[config.mk]
export PLATFORM = sky130hd
export DESIGN_NAME = uart_modem_ctrl_line_status
export DESIGN_NICKNAME = d
export VERILOG_FILES = /design/src/hw/uart_mcls_pkg.sv /design/src/hw/break_detector.sv /design/src/hw/uart_modem_ctrl_line_status.sv
export VERILOG_INCLUDE_DIRS = /design/src /design/src/hw
export SDC_FILE = /design/constraint.sdc
export NUM_CORES = 1
export LEC_CHECK = 0
export BUFFER_PORTS_ARGS = -buffer_cell sky130_fd_sc_hd__buf_4
export CORE_UTILIZATION = 25
export CTS_CLUSTER_SIZE = 25
export DETAILED_ROUTE_END_ITERATION = 10
export SETUP_SLACK_MARGIN = 0.4
export SYNTH_ARGS = -nofsm -noshare
export SYNTH_HDL_FRONTEND = slang
export SYNTH_SLANG_ARGS = --single-unit
[constraint.sdc]
create_clock -name ref_clk -period 4.3 [get_ports ref_clk]
set_input_delay 0.43 -clock ref_clk [delete_from_list [all_inputs] [get_ports ref_clk]]
set_output_delay 0.43 -clock ref_clk [all_outputs]
set_load 0.03 [all_outputs]
[src/hw/uart_mcls_defs.svh]
`ifndef UART_MCLS_DEFS_SVH
`define UART_MCLS_DEFS_SVH

// =========================================================
// Register byte addresses
`define ADDR_FIFO_CONTROL 32'h5000_1108
`define ADDR_MODEM_CONTROL 32'h5000_1110
`define ADDR_LINE_STATUS 32'h5000_1114
`define ADDR_INTERRUPT_ENABLE 32'h5000_1140
`define ADDR_IRQ_STATUS 32'h5000_1144
`define ADDR_IRQ_MASK 32'h5000_1148

// =========================================================
// Modem control fields
`define MC_DTR 0
`define MC_RTS 1
`define MC_OUT1 2
`define MC_OUT2 3
`define MC_LOOP 4
`define MC_AFCE 5
`define MC_SIRE 6
`define MC_RST 7'h00

// =========================================================
// Line status fields
`define LS_BI 4
`define LS_THRE 5
`define LS_TEMT 6
`define LS_RFE 7
`define THRE_RST 1'b1
`define TEMT_RST 1'b1

// =========================================================
// Fifo control and interrupt enable fields
`define FC_EN 0
`define FC_TXT_LO 4
`define FC_RXT_LO 6
`define FC_RST 8'h00
`define IE_PTIME 7

// =========================================================
// Interrupt status and mask fields
`define IRQ_THRE 0
`define IRQ_BI 1
`define IRQ_RFE 2
`define IRQ_RST 3'h0

// =========================================================
// Timing
`define OVERSAMPLE 16
`define START_STOP_BITS 2

`endif

[src/hw/uart_mcls_pkg.sv]
package uart_mcls_pkg;
   typedef enum logic {BRK_HUNT, BRK_HOLD} brk_state_t;
   typedef struct packed {
      logic bi;
      logic fe;
      logic pe;
   } rx_stat_t;
endpackage

[src/hw/break_detector.sv]
`timescale 1ns/1ps
`include "uart_mcls_defs.svh"

module break_detector import uart_mcls_pkg::*; (
   // Clock and reset
   input wire logic ref_clk,
   input wire logic rst,
   input wire logic ce,
   // Line
   input wire logic baud_tick,
   input wire logic ir_mode,
   input wire logic ser_in,
   input wire logic ir_in,
   input wire logic [3:0] char_bits,
   // Event
   output logic break_pulse
);
   brk_state_t state_r, state_nxt;
   logic [3:0] sub_r, sub_nxt;
   logic [3:0] bits_r, bits_nxt;
   logic seen_r, seen_nxt, all_r, all_nxt;
   logic pulse_r, pulse_nxt;
   logic low_now, bit_ok;

   assign break_pulse = pulse_r;

   // =========================================================
   // Low time measured in whole bit periods
   always_comb begin
      state_nxt = state_r;
      sub_nxt = sub_r;
      bits_nxt = bits_r;
      seen_nxt = seen_r;
      all_nxt = all_r;
      pulse_nxt = 1'b0;
      low_now = ir_mode ? !ir_in : !ser_in;
      // IR line pulses low each bit, normal line stays low
      bit_ok = ir_mode ? (seen_r | low_now) : (all_r & low_now); // RULE11 RULE12
      if (baud_tick) begin
         sub_nxt = sub_r + 4'h1;
         seen_nxt = seen_r | low_now;
         all_nxt = all_r & low_now;
         if (sub_r == 4'(`OVERSAMPLE - 1)) begin
            sub_nxt = 4'h0;
            seen_nxt = 1'b0;
            all_nxt = 1'b1;
            unique case (state_r)
               BRK_HUNT: begin
                  if (!bit_ok) begin
                     bits_nxt = 4'h0;
                  end else if (bits_r >= char_bits) begin
                     // One event per break, held until line recovers
                     pulse_nxt = 1'b1; // RULE11 RULE12 RULE13
                     state_nxt = BRK_HOLD;
                  end else begin
                     bits_nxt = bits_r + 4'h1;
                  end
               end
               BRK_HOLD: begin
                  if (!bit_ok) begin
                     state_nxt = BRK_HUNT;
                     bits_nxt = 4'h0;
                  end
               end
            endcase
         end
      end
   end

   always_ff @(posedge ref_clk or posedge rst) begin
      if (rst) begin
         state_r <= BRK_HUNT;
         sub_r <= 4'h0;
         bits_r <= 4'h0;
         seen_r <= 1'b0;
         all_r <= 1'b1;
         pulse_r <= 1'b0;
      end else if (ce) begin
         state_r <= state_nxt;
         sub_r <= sub_nxt;
         bits_r <= bits_nxt;
         seen_r <= seen_nxt;
         all_r <= all_nxt;
         pulse_r <= pulse_nxt;
      end
   end
endmodule

[src/hw/uart_modem_ctrl_line_status.sv]
`timescale 1ns/1ps
`include "uart_mcls_defs.svh"

// Behaviour
// RULE1 - Second aux pin is the inverse of its control bit.
// RULE2 - First aux pin is the inverse of its control bit.
// RULE3 - Loopback holds aux and request-to-send pins high, loops bits inside.
// RULE4 - Without auto flow, request-to-send pin is inverse of its bit.
// RULE5 - Auto flow with fifos forces request-to-send high above rx trigger.
// RULE6 - Fifo mode: rx fifo error flag sets on any errored entry.
// RULE7 - Status read clears that flag only when no errors lie behind head.
// RULE8 - Transmitter empty when shift and fifo or holding empty; resets one.
// RULE9 - Normal mode: holding empty sets as last word leaves; interrupt.
// RULE10 - Programmable mode with fifos: flag means full, threshold interrupts.
// RULE11 - Normal line low beyond a full character time sets break.
// RULE12 - Infrared low pulses beyond a full character time set break.
// RULE13 - A break yields exactly one all-zero character.
// RULE14 - Fifo mode: break shown when its character reaches head.
// RULE15 - Non-fifo mode: break shown at once until status is read.
// RULE16 - Loopback disconnects modem inputs and feeds outputs back.
// RULE17 - Control bit selects infrared or normal break detection.
// RULE18 - Per-character parity, framing and break status kept per entry.
module uart_modem_ctrl_line_status import uart_mcls_pkg::*; #(
   parameter int RX_DEPTH = 16,
   parameter int TX_DEPTH = 16,
   parameter bit AUTO_FLOW = 1'b1
) (
   // Clock and reset
   input wire logic ref_clk,
   input wire logic rst,
   input wire logic ce,
   // Register port
   input wire logic [31:0] reg_addr,
   input wire logic [15:0] reg_wdata,
   input wire logic reg_wr,
   input wire logic reg_rd,
   output logic [15:0] reg_rdata,
   // Character format and serial inputs
   input wire logic [1:0] data_len_sel,
   input wire logic parity_en,
   input wire logic baud_tick,
   input wire logic ser_in,
   input wire logic ir_in,
   // Receive datapath
   input wire logic rx_push,
   input wire logic rx_parity_err,
   input wire logic rx_framing_err,
   input wire logic rx_pop,
   output logic break_char_push,
   // Transmit datapath
   input wire logic tx_shift_empty,
   input wire logic tx_load,
   input wire logic tx_write,
   input wire logic [$clog2(TX_DEPTH):0] tx_count,
   // Modem pins
   input wire logic cts_n,
   input wire logic dsr_n,
   input wire logic ri_n,
   input wire logic dcd_n,
   output logic dtr_n,
   output logic rts_n,
   output logic aux_output_one_pin,
   output logic aux_output_two_pin,
   // Modem inputs as seen inside
   output logic cts_st,
   output logic dsr_st,
   output logic ri_st,
   output logic dcd_st,
   // Interrupt
   output logic irq
);
   localparam int CW = $clog2(RX_DEPTH) + 1;
   localparam int PW = $clog2(RX_DEPTH);
   localparam int TW = $clog2(TX_DEPTH) + 1;

   initial begin
      if (RX_DEPTH < 4 || (RX_DEPTH & (RX_DEPTH - 1)) != 0 ||
          TX_DEPTH < 4 || (TX_DEPTH & (TX_DEPTH - 1)) != 0) begin
         $error("fifo depths must be powers of two, at least 4");
      end
   end

   // =========================================================
   // Register state
   logic [6:0] mc_r, mc_nxt;
   logic [7:0] fc_r, fc_nxt;
   logic ptime_r, ptime_nxt;
   logic [2:0] mask_r, mask_nxt, stat_r, stat_nxt;
   logic rfe_r, rfe_nxt, bi_r, bi_nxt;
   logic thre_r, thre_nxt, temt_r, temt_nxt;
   logic [15:0] rdata_r, rdata_nxt;
   logic irq_r, irq_nxt;
   logic below_r, below_nxt;
   logic [15:0] ls_val;
   logic ls_rd, is_rd, fifo_en, ptime_act, loop;
   logic thre_evt, below;
   logic [TW-1:0] tx_lvl;

   // =========================================================
   // Receive status fifo state
   rx_stat_t mem_r [RX_DEPTH];
   rx_stat_t mem_nxt [RX_DEPTH];
   rx_stat_t push_stat, head;
   logic [PW-1:0] wp_r, wp_nxt, rp_r, rp_nxt;
   logic [CW-1:0] cnt_r, cnt_nxt, err_r, err_nxt, rx_trig, behind;
   logic arrive_r, arrive_nxt;
   logic brk_pulse, push, push_ok, pop_ok, push_err, head_err, above;
   logic [3:0] char_bits;

   // =========================================================
   // Pin and output state
   logic dtr_r, rts_r, out1_r, out2_r, bcp_r;
   logic dtr_nxt, rts_nxt, out1_nxt, out2_nxt, bcp_nxt;
   logic cts_r, dsr_r, ri_r, dcd_r;
   logic cts_nxt, dsr_nxt, ri_nxt, dcd_nxt;

   assign reg_rdata = rdata_r;
   assign irq = irq_r;
   assign dtr_n = dtr_r;
   assign rts_n = rts_r;
   assign aux_output_one_pin = out1_r;
   assign aux_output_two_pin = out2_r;
   assign cts_st = cts_r;
   assign dsr_st = dsr_r;
   assign ri_st = ri_r;
   assign dcd_st = dcd_r;
   assign break_char_push = bcp_r;

   // Receiver checks only the first stop bit
   assign char_bits = 4'(`START_STOP_BITS + 5) + {2'b00, data_len_sel}
      + {3'b000, parity_en};

   break_detector brk_i (
      .ref_clk(ref_clk),
      .rst(rst),
      .ce(ce),
      .baud_tick(baud_tick),
      .ir_mode(mc_r[`MC_SIRE]), // RULE17
      .ser_in(ser_in),
      .ir_in(ir_in),
      .char_bits(char_bits),
      .break_pulse(brk_pulse)
   );

   // =========================================================
   // Receive status fifo
   always_comb begin
      push = rx_push | brk_pulse;
      // A break character carries framing and parity marks as well
      push_stat.bi = brk_pulse; // RULE18
      push_stat.fe = rx_framing_err | brk_pulse;
      push_stat.pe = rx_parity_err | brk_pulse;
      push_err = |push_stat;
      head = mem_r[rp_r];
      head_err = (cnt_r != '0) && (|head);
      pop_ok = rx_pop && (cnt_r != '0);
      push_ok = push && ((cnt_r != CW'(RX_DEPTH)) || pop_ok);
      wp_nxt = push_ok ? wp_r + 1'b1 : wp_r;
      rp_nxt = pop_ok ? rp_r + 1'b1 : rp_r;
      cnt_nxt = cnt_r + CW'(push_ok) - CW'(pop_ok);
      err_nxt = err_r + CW'(push_ok && push_err)
         - CW'(pop_ok && head_err);
      arrive_nxt = pop_ok ? ((cnt_r > CW'(1)) || push_ok)
         : (push_ok && (cnt_r == '0));
      behind = err_r - CW'(head_err);
   end

   for (genvar i = 0; i < RX_DEPTH; i++) begin : g_entry
      always_comb begin
         mem_nxt[i] = mem_r[i];
         if (push_ok && (wp_r == PW'(i))) begin
            mem_nxt[i] = push_stat; // RULE18
         end
      end
      always_ff @(posedge ref_clk or posedge rst) begin
         if (rst) begin
            mem_r[i] <= '0;
         end else if (ce) begin
            mem_r[i] <= mem_nxt[i];
         end
      end
   end

   always_ff @(posedge ref_clk or posedge rst) begin
      if (rst) begin
         wp_r <= '0;
         rp_r <= '0;
         cnt_r <= '0;
         err_r <= '0;
         arrive_r <= 1'b0;
      end else if (ce) begin
         wp_r <= wp_nxt;
         rp_r <= rp_nxt;
         cnt_r <= cnt_nxt;
         err_r <= err_nxt;
         arrive_r <= arrive_nxt;
      end
   end

   // =========================================================
   // Registers, flags and interrupt
   always_comb begin
      mc_nxt = mc_r;
      fc_nxt = fc_r;
      ptime_nxt = ptime_r;
      mask_nxt = mask_r;
      fifo_en = fc_r[`FC_EN];
      ptime_act = ptime_r && fifo_en;
      loop = mc_r[`MC_LOOP];
      ls_rd = reg_rd && (reg_addr == `ADDR_LINE_STATUS);
      is_rd = reg_rd && (reg_addr == `ADDR_IRQ_STATUS);
      if (reg_wr) begin
         unique case (reg_addr)
            `ADDR_MODEM_CONTROL: begin
               mc_nxt = reg_wdata[6:0];
               // Flow enable is writeable only with the option built in
               if (!AUTO_FLOW) begin
                  mc_nxt[`MC_AFCE] = mc_r[`MC_AFCE];
               end
            end
            `ADDR_FIFO_CONTROL: fc_nxt = reg_wdata[7:0];
            `ADDR_INTERRUPT_ENABLE: ptime_nxt = reg_wdata[`IE_PTIME];
            `ADDR_IRQ_MASK: mask_nxt = reg_wdata[2:0];
            default: ;
         endcase
      end
      // Transmit side
      temt_nxt = tx_shift_empty && (tx_count == '0); // RULE8
      unique case (fc_r[`FC_TXT_LO +: 2])
         2'b00: tx_lvl = '0;
         2'b01: tx_lvl = TW'(2);
         2'b10: tx_lvl = TW'(TX_DEPTH / 4);
         default: tx_lvl = TW'(TX_DEPTH / 2);
      endcase
      below = tx_count <= tx_lvl;
      below_nxt = below;
      thre_evt = 1'b0;
      thre_nxt = thre_r;
      if (ptime_act) begin
         thre_nxt = tx_count == TW'(TX_DEPTH); // RULE10
         thre_evt = below && !below_r; // RULE10
      end else if (tx_write) begin
         thre_nxt = 1'b0;
      end else if (tx_load && (tx_count == TW'(1))) begin
         thre_nxt = 1'b1; // RULE9
         thre_evt = 1'b1; // RULE9
      end
      // Receive error flag, set wins over a clearing read
      rfe_nxt = rfe_r;
      if (ls_rd && (behind == '0)) begin
         rfe_nxt = 1'b0; // RULE7
      end
      if (push_ok && push_err) begin
         rfe_nxt = 1'b1; // RULE6
      end
      if (!fifo_en) begin
         rfe_nxt = 1'b0;
      end
      bi_nxt = ls_rd ? 1'b0 : bi_r;
      if (fifo_en ? (arrive_r && head.bi) : brk_pulse) begin
         bi_nxt = 1'b1; // RULE14 RULE15
      end
      // Interrupt status, cleared by its own read
      stat_nxt = is_rd ? `IRQ_RST : stat_r;
      stat_nxt[`IRQ_THRE] = stat_nxt[`IRQ_THRE] | thre_evt;
      stat_nxt[`IRQ_BI] = stat_nxt[`IRQ_BI] | (bi_nxt & !bi_r);
      stat_nxt[`IRQ_RFE] = stat_nxt[`IRQ_RFE] | (rfe_nxt & !rfe_r);
      irq_nxt = |(stat_nxt & mask_nxt);
      ls_val = '0;
      ls_val[`LS_RFE] = rfe_r;
      ls_val[`LS_TEMT] = temt_r;
      ls_val[`LS_THRE] = thre_r;
      ls_val[`LS_BI] = bi_r;
      // Read data stand for one cycle only
      rdata_nxt = '0;
      if (reg_rd) begin
         unique case (reg_addr)
            `ADDR_MODEM_CONTROL: rdata_nxt = {9'h000, mc_r};
            `ADDR_LINE_STATUS: rdata_nxt = ls_val;
            `ADDR_FIFO_CONTROL: rdata_nxt = {8'h00, fc_r};
            `ADDR_INTERRUPT_ENABLE: rdata_nxt = {8'h00, ptime_r, 7'h00};
            `ADDR_IRQ_STATUS: rdata_nxt = {13'h0000, stat_r};
            `ADDR_IRQ_MASK: rdata_nxt = {13'h0000, mask_r};
            default: rdata_nxt = '0;
         endcase
      end
   end

   always_ff @(posedge ref_clk or posedge rst) begin
      if (rst) begin
         mc_r <= `MC_RST;
         fc_r <= `FC_RST;
         ptime_r <= 1'b0;
         mask_r <= `IRQ_RST;
         stat_r <= `IRQ_RST;
         rfe_r <= 1'b0;
         bi_r <= 1'b0;
         thre_r <= `THRE_RST;
         temt_r <= `TEMT_RST;
         below_r <= 1'b1;
         rdata_r <= '0;
         irq_r <= 1'b0;
      end else if (ce) begin
         mc_r <= mc_nxt;
         fc_r <= fc_nxt;
         ptime_r <= ptime_nxt;
         mask_r <= mask_nxt;
         stat_r <= stat_nxt;
         rfe_r <= rfe_nxt;
         bi_r <= bi_nxt;
         thre_r <= thre_nxt;
         temt_r <= temt_nxt;
         below_r <= below_nxt;
         rdata_r <= rdata_nxt;
         irq_r <= irq_nxt;
      end
   end

   // =========================================================
   // Modem pins and looped inputs
   always_comb begin
      unique case (fc_r[`FC_RXT_LO +: 2])
         2'b00: rx_trig = CW'(1);
         2'b01: rx_trig = CW'(RX_DEPTH / 4);
         2'b10: rx_trig = CW'(RX_DEPTH / 2);
         default: rx_trig = CW'(RX_DEPTH - 2);
      endcase
      above = cnt_r > rx_trig;
      dtr_nxt = loop | !mc_r[`MC_DTR];
      out1_nxt = loop | !mc_r[`MC_OUT1]; // RULE2 RULE3
      out2_nxt = loop | !mc_r[`MC_OUT2]; // RULE1 RULE3
      rts_nxt = !mc_r[`MC_RTS]; // RULE4
      if (AUTO_FLOW && mc_r[`MC_AFCE] && fifo_en && above) begin
         rts_nxt = 1'b1; // RULE5
      end
      rts_nxt = rts_nxt | loop; // RULE3
      // Outputs fed back in loopback, pins ignored
      cts_nxt = loop ? mc_r[`MC_RTS] : !cts_n; // RULE16
      dsr_nxt = loop ? mc_r[`MC_DTR] : !dsr_n; // RULE16
      ri_nxt = loop ? mc_r[`MC_OUT1] : !ri_n; // RULE3
      dcd_nxt = loop ? mc_r[`MC_OUT2] : !dcd_n; // RULE3
      bcp_nxt = brk_pulse; // RULE13
   end

   always_ff @(posedge ref_clk or posedge rst) begin
      if (rst) begin
         dtr_r <= 1'b1;
         rts_r <= 1'b1;
         out1_r <= 1'b1;
         out2_r <= 1'b1;
         cts_r <= 1'b0;
         dsr_r <= 1'b0;
         ri_r <= 1'b0;
         dcd_r <= 1'b0;
         bcp_r <= 1'b0;
      end else if (ce) begin
         dtr_r <= dtr_nxt;
         rts_r <= rts_nxt;
         out1_r <= out1_nxt;
         out2_r <= out2_nxt;
         cts_r <= cts_nxt;
         dsr_r <= dsr_nxt;
         ri_r <= ri_nxt;
         dcd_r <= dcd_nxt;
         bcp_r <= bcp_nxt;
      end
   end
endmodule

==> impl_metrics.toml <==
[run_status]
status = "finished clean"

[logic_synthesis]
synth_edf_count = 0
synth_warnings = 0
synth_simple_gate_area_frac = 0.158
ys_async_sr_fraction = 1.00
syn_inst = 629
synthesis.area_um2 = 6840
yosysUniqueCellTypes = 70
synth-main-ff-cell = "dfrtp_1"
seq_area_frac_synth = 0.455
synth_top_area_cell = "dfrtp_1"
synth_seq_cells = 124
postSynthAreaPerCell_um2 = 10.9
synth_adder_area_share = 0.0735
synth-compound-area-share = 0.118
synth_commonest_cells = "dfrtp_1 (116), nor2_1 (56), nand2_1 (48), mux2_1 (43), ha_1 (37)"
synth_xor_area_frac = 0.0205
synth_most_common_cell = "dfrtp_1"
synth_top_family_by_area = "simple AND/OR/NAND/NOR gates"
muxShareOfSynthArea = 0.134
synth_top_area_share = 0.424
ys_top_cells_by_area = "dfrtp_1 (42%), mux2_1 (7.1%), ha_1 (6.8%), dfstp_2 (3.1%), nor2_1 (3.1%)"

[placed_design]
hpwl_um = 11500
gp_congestion = 0.796
portBuffers = 84
postPlaceCellArea_um2 = 7810

[power]
power.share.switching = 0.336
ir_drop_mv = 0.204
p_int_mw = 2.87
p_per_area_nw_per_um2 = 516
pwr-share-comb = 0.288
clock_power_share = 0.317
seqPwrFrac = 0.395
p_sw_mw = 1.45
p_leak_nw = 3.78

[clock_tree]
cts_root_buf = "clkbuf_16"
clock-sinks = 124
cts_buffers = 17
cts_setup_buffers = 0
insertion_delay_ns = 0.42
cts_max_level = 4
clock_path_buffers = 2
cts.clk_slew.worst_paths_ns = 0.06
cts_tree = "done"

[timing]
drv_slew = 0
fin_crit_ns = 3.54
skew_ns = 0.0149
hold_viol = 0
setup-violations-final = 0
max_slew_margin = 0.462
fmax_ghz = 0.282
timing.setup.tns_ns = 0
period_share = 0.824
whs_ns = 0.171
worstMarginPinSlew_ns = 0.807
rsz0062_at_grt = "no"

[floorplan]
core-area_um2 = 26900
floorplan.initialDensity = 0.255
dieHeight_um = 167
die_area_um2 = 28000
num_rows = 60
die_w_um = 167
ios = 101

[routing]
drt_iter0_drc = 224
vias = 4981
viasPerCell = 4.67
dr.pass1.iters = 5
drc = 0
detail-route-antenna-nets = 0
wl_um = 15600
detail_route.wl_per_cell_um = 14.6

[worst_setup_path]
reg2reg_depth = 16
worst-setup-path-type = "register to register"
worstPathArrival_ns = 3.84
r2r_slack_ns = 0.76
worstPathRequired_ns = 4.60
reg2reg_to = "err_r[4]"
reg2reg_from = "rp_r[2]"
end_kind = "register"
critPathMaxFanout = 12
worstSetupStartpointType = "register"

[global_route]
antenna_found_initial = 1
grt_pass1_vias = 5053
grt_pass1_wl_um = 26300
grt_max_degree = 64
globalRouteOverflowTotal = 0
grt_use_total = 0.118

[layout]
fin_area_um2 = 8380
finalCoreUtilization = 0.312
area_delta_synth_final_pct = 22.4
nNetsFinal = 826
drive_above_1_share = 0.240

[job]
maxCapViolations = 0

[hold_path]
hp-class = "input port to async pin"
-- worst max path at each step --
stage	from	endpoint	slack, ns	cells after the start
floorplan	rst	arrive_r	0.58	1
global route	rp_r[2]	err_r[4]	0.41	16
global placement	rp_r[1]	err_r[4]	0.61	16
CTS	rp_r[1]	err_r[4]	0.60	16
detailed placement	rp_r[1]	err_r[4]	0.62	16
finish	rp_r[2]	err_r[4]	0.76	16
-- through the flow --
stage | power (mW) | std cells | setup WS, ns
after global placement | 2.95 | 1034 | 0.611
after floorplan | 2.66 | 636 | 0.584
final | 4.33 | 1067 | 0.758
after CTS | 4.39 | 1066 | 0.603
after detailed placement | 2.99 | 1034 | 0.619
after global routing | 4.66 | 1066 | 0.414
-- state kept, by name (all words and copies together), names as in the netlist, 4 cells and up --
register,cells
mem_r,48
wp_r,4
brk_i.sub_r,4
fc_r,8
err_r,5
reg_rdata,8
mc_r,7
cnt_r,5
brk_i.bits_r,4
rp_r,4
-- critical path, stage by stage (launching register included) --
cell and delay, ns:
dfrtp_1 0.62, mux2_2 0.39, nor3b_1 0.22, o32a_1 0.27, o311ai_1 0.13, and2_1 0.18, ha_1 0.28, inv_1 0.05
ha_1 0.15, inv_1 0.05, fa_1 0.40, nor2_1 0.11, nor2_1 0.05, o21bai_1 0.16, xnor2_1 0.14, nand2_1 0.08
xnor2_1 0.15
-- cell type report --
class                           count  area, um^2
Tap cell                          341         427
Inverter                           36         138
Clock inverter                     15         140
Timing Repair Buffer               85         651
Antenna cell                        1        2.50
Sequential cell                   124        3120
Multi-Input combinational cell    448        3480
Fill cell                        2734       18500
Clock buffer                       17         425
-- power by group through the flow --
stage	clock [mW]	combinational (mW)	sequential (mW)
after floorplan	0	1.05	1.62
after global placement	0	1.24	1.72
after detailed placement	0	1.27	1.72
after CTS	1.41	1.27	1.71
after global routing	1.46	1.44	1.76
final	1.37	1.25	1.71
-- repair_timing --
action	CTS	global route
hold buffers	0	0
gates resized for setup	0	2
endpoints found under the setup margin	0	1
-- logic make-up after synthesis --
logic type,count (synthesis)
AND/OR/NAND/NOR,190
flip-flops,124
AO/OA/AOI/OAI,119
multiplexers,76
buffers and inverters,64
adder cells (fa/ha/maj),39
XOR/XNOR,16
other,1
-- placed cells by master, fill, tap and decap left out, drive strengths merged, types with 7 or more instances in the layout --
cell     instances
clkbuf          17
buf             85
inv             41
xnor2           14
nand2           48
nor3            13
conb             8
o2bb2ai          8
a31oi            7
mux2            65
dfstp            8
nand4            8
a21oi           19
nor2            56
ha              37
o21ai           32
dfrtp          116
mux2i            7
nor4b            7
nand3           16
nand2b           7
-- per-layer routing --
layer,wire length [um],track usage
met5,0,0
met4,247,0.0475
met3,639,0.0267
met2,7520,0.191
met1,7190,0.151
(Power assumes the default switching activity.)
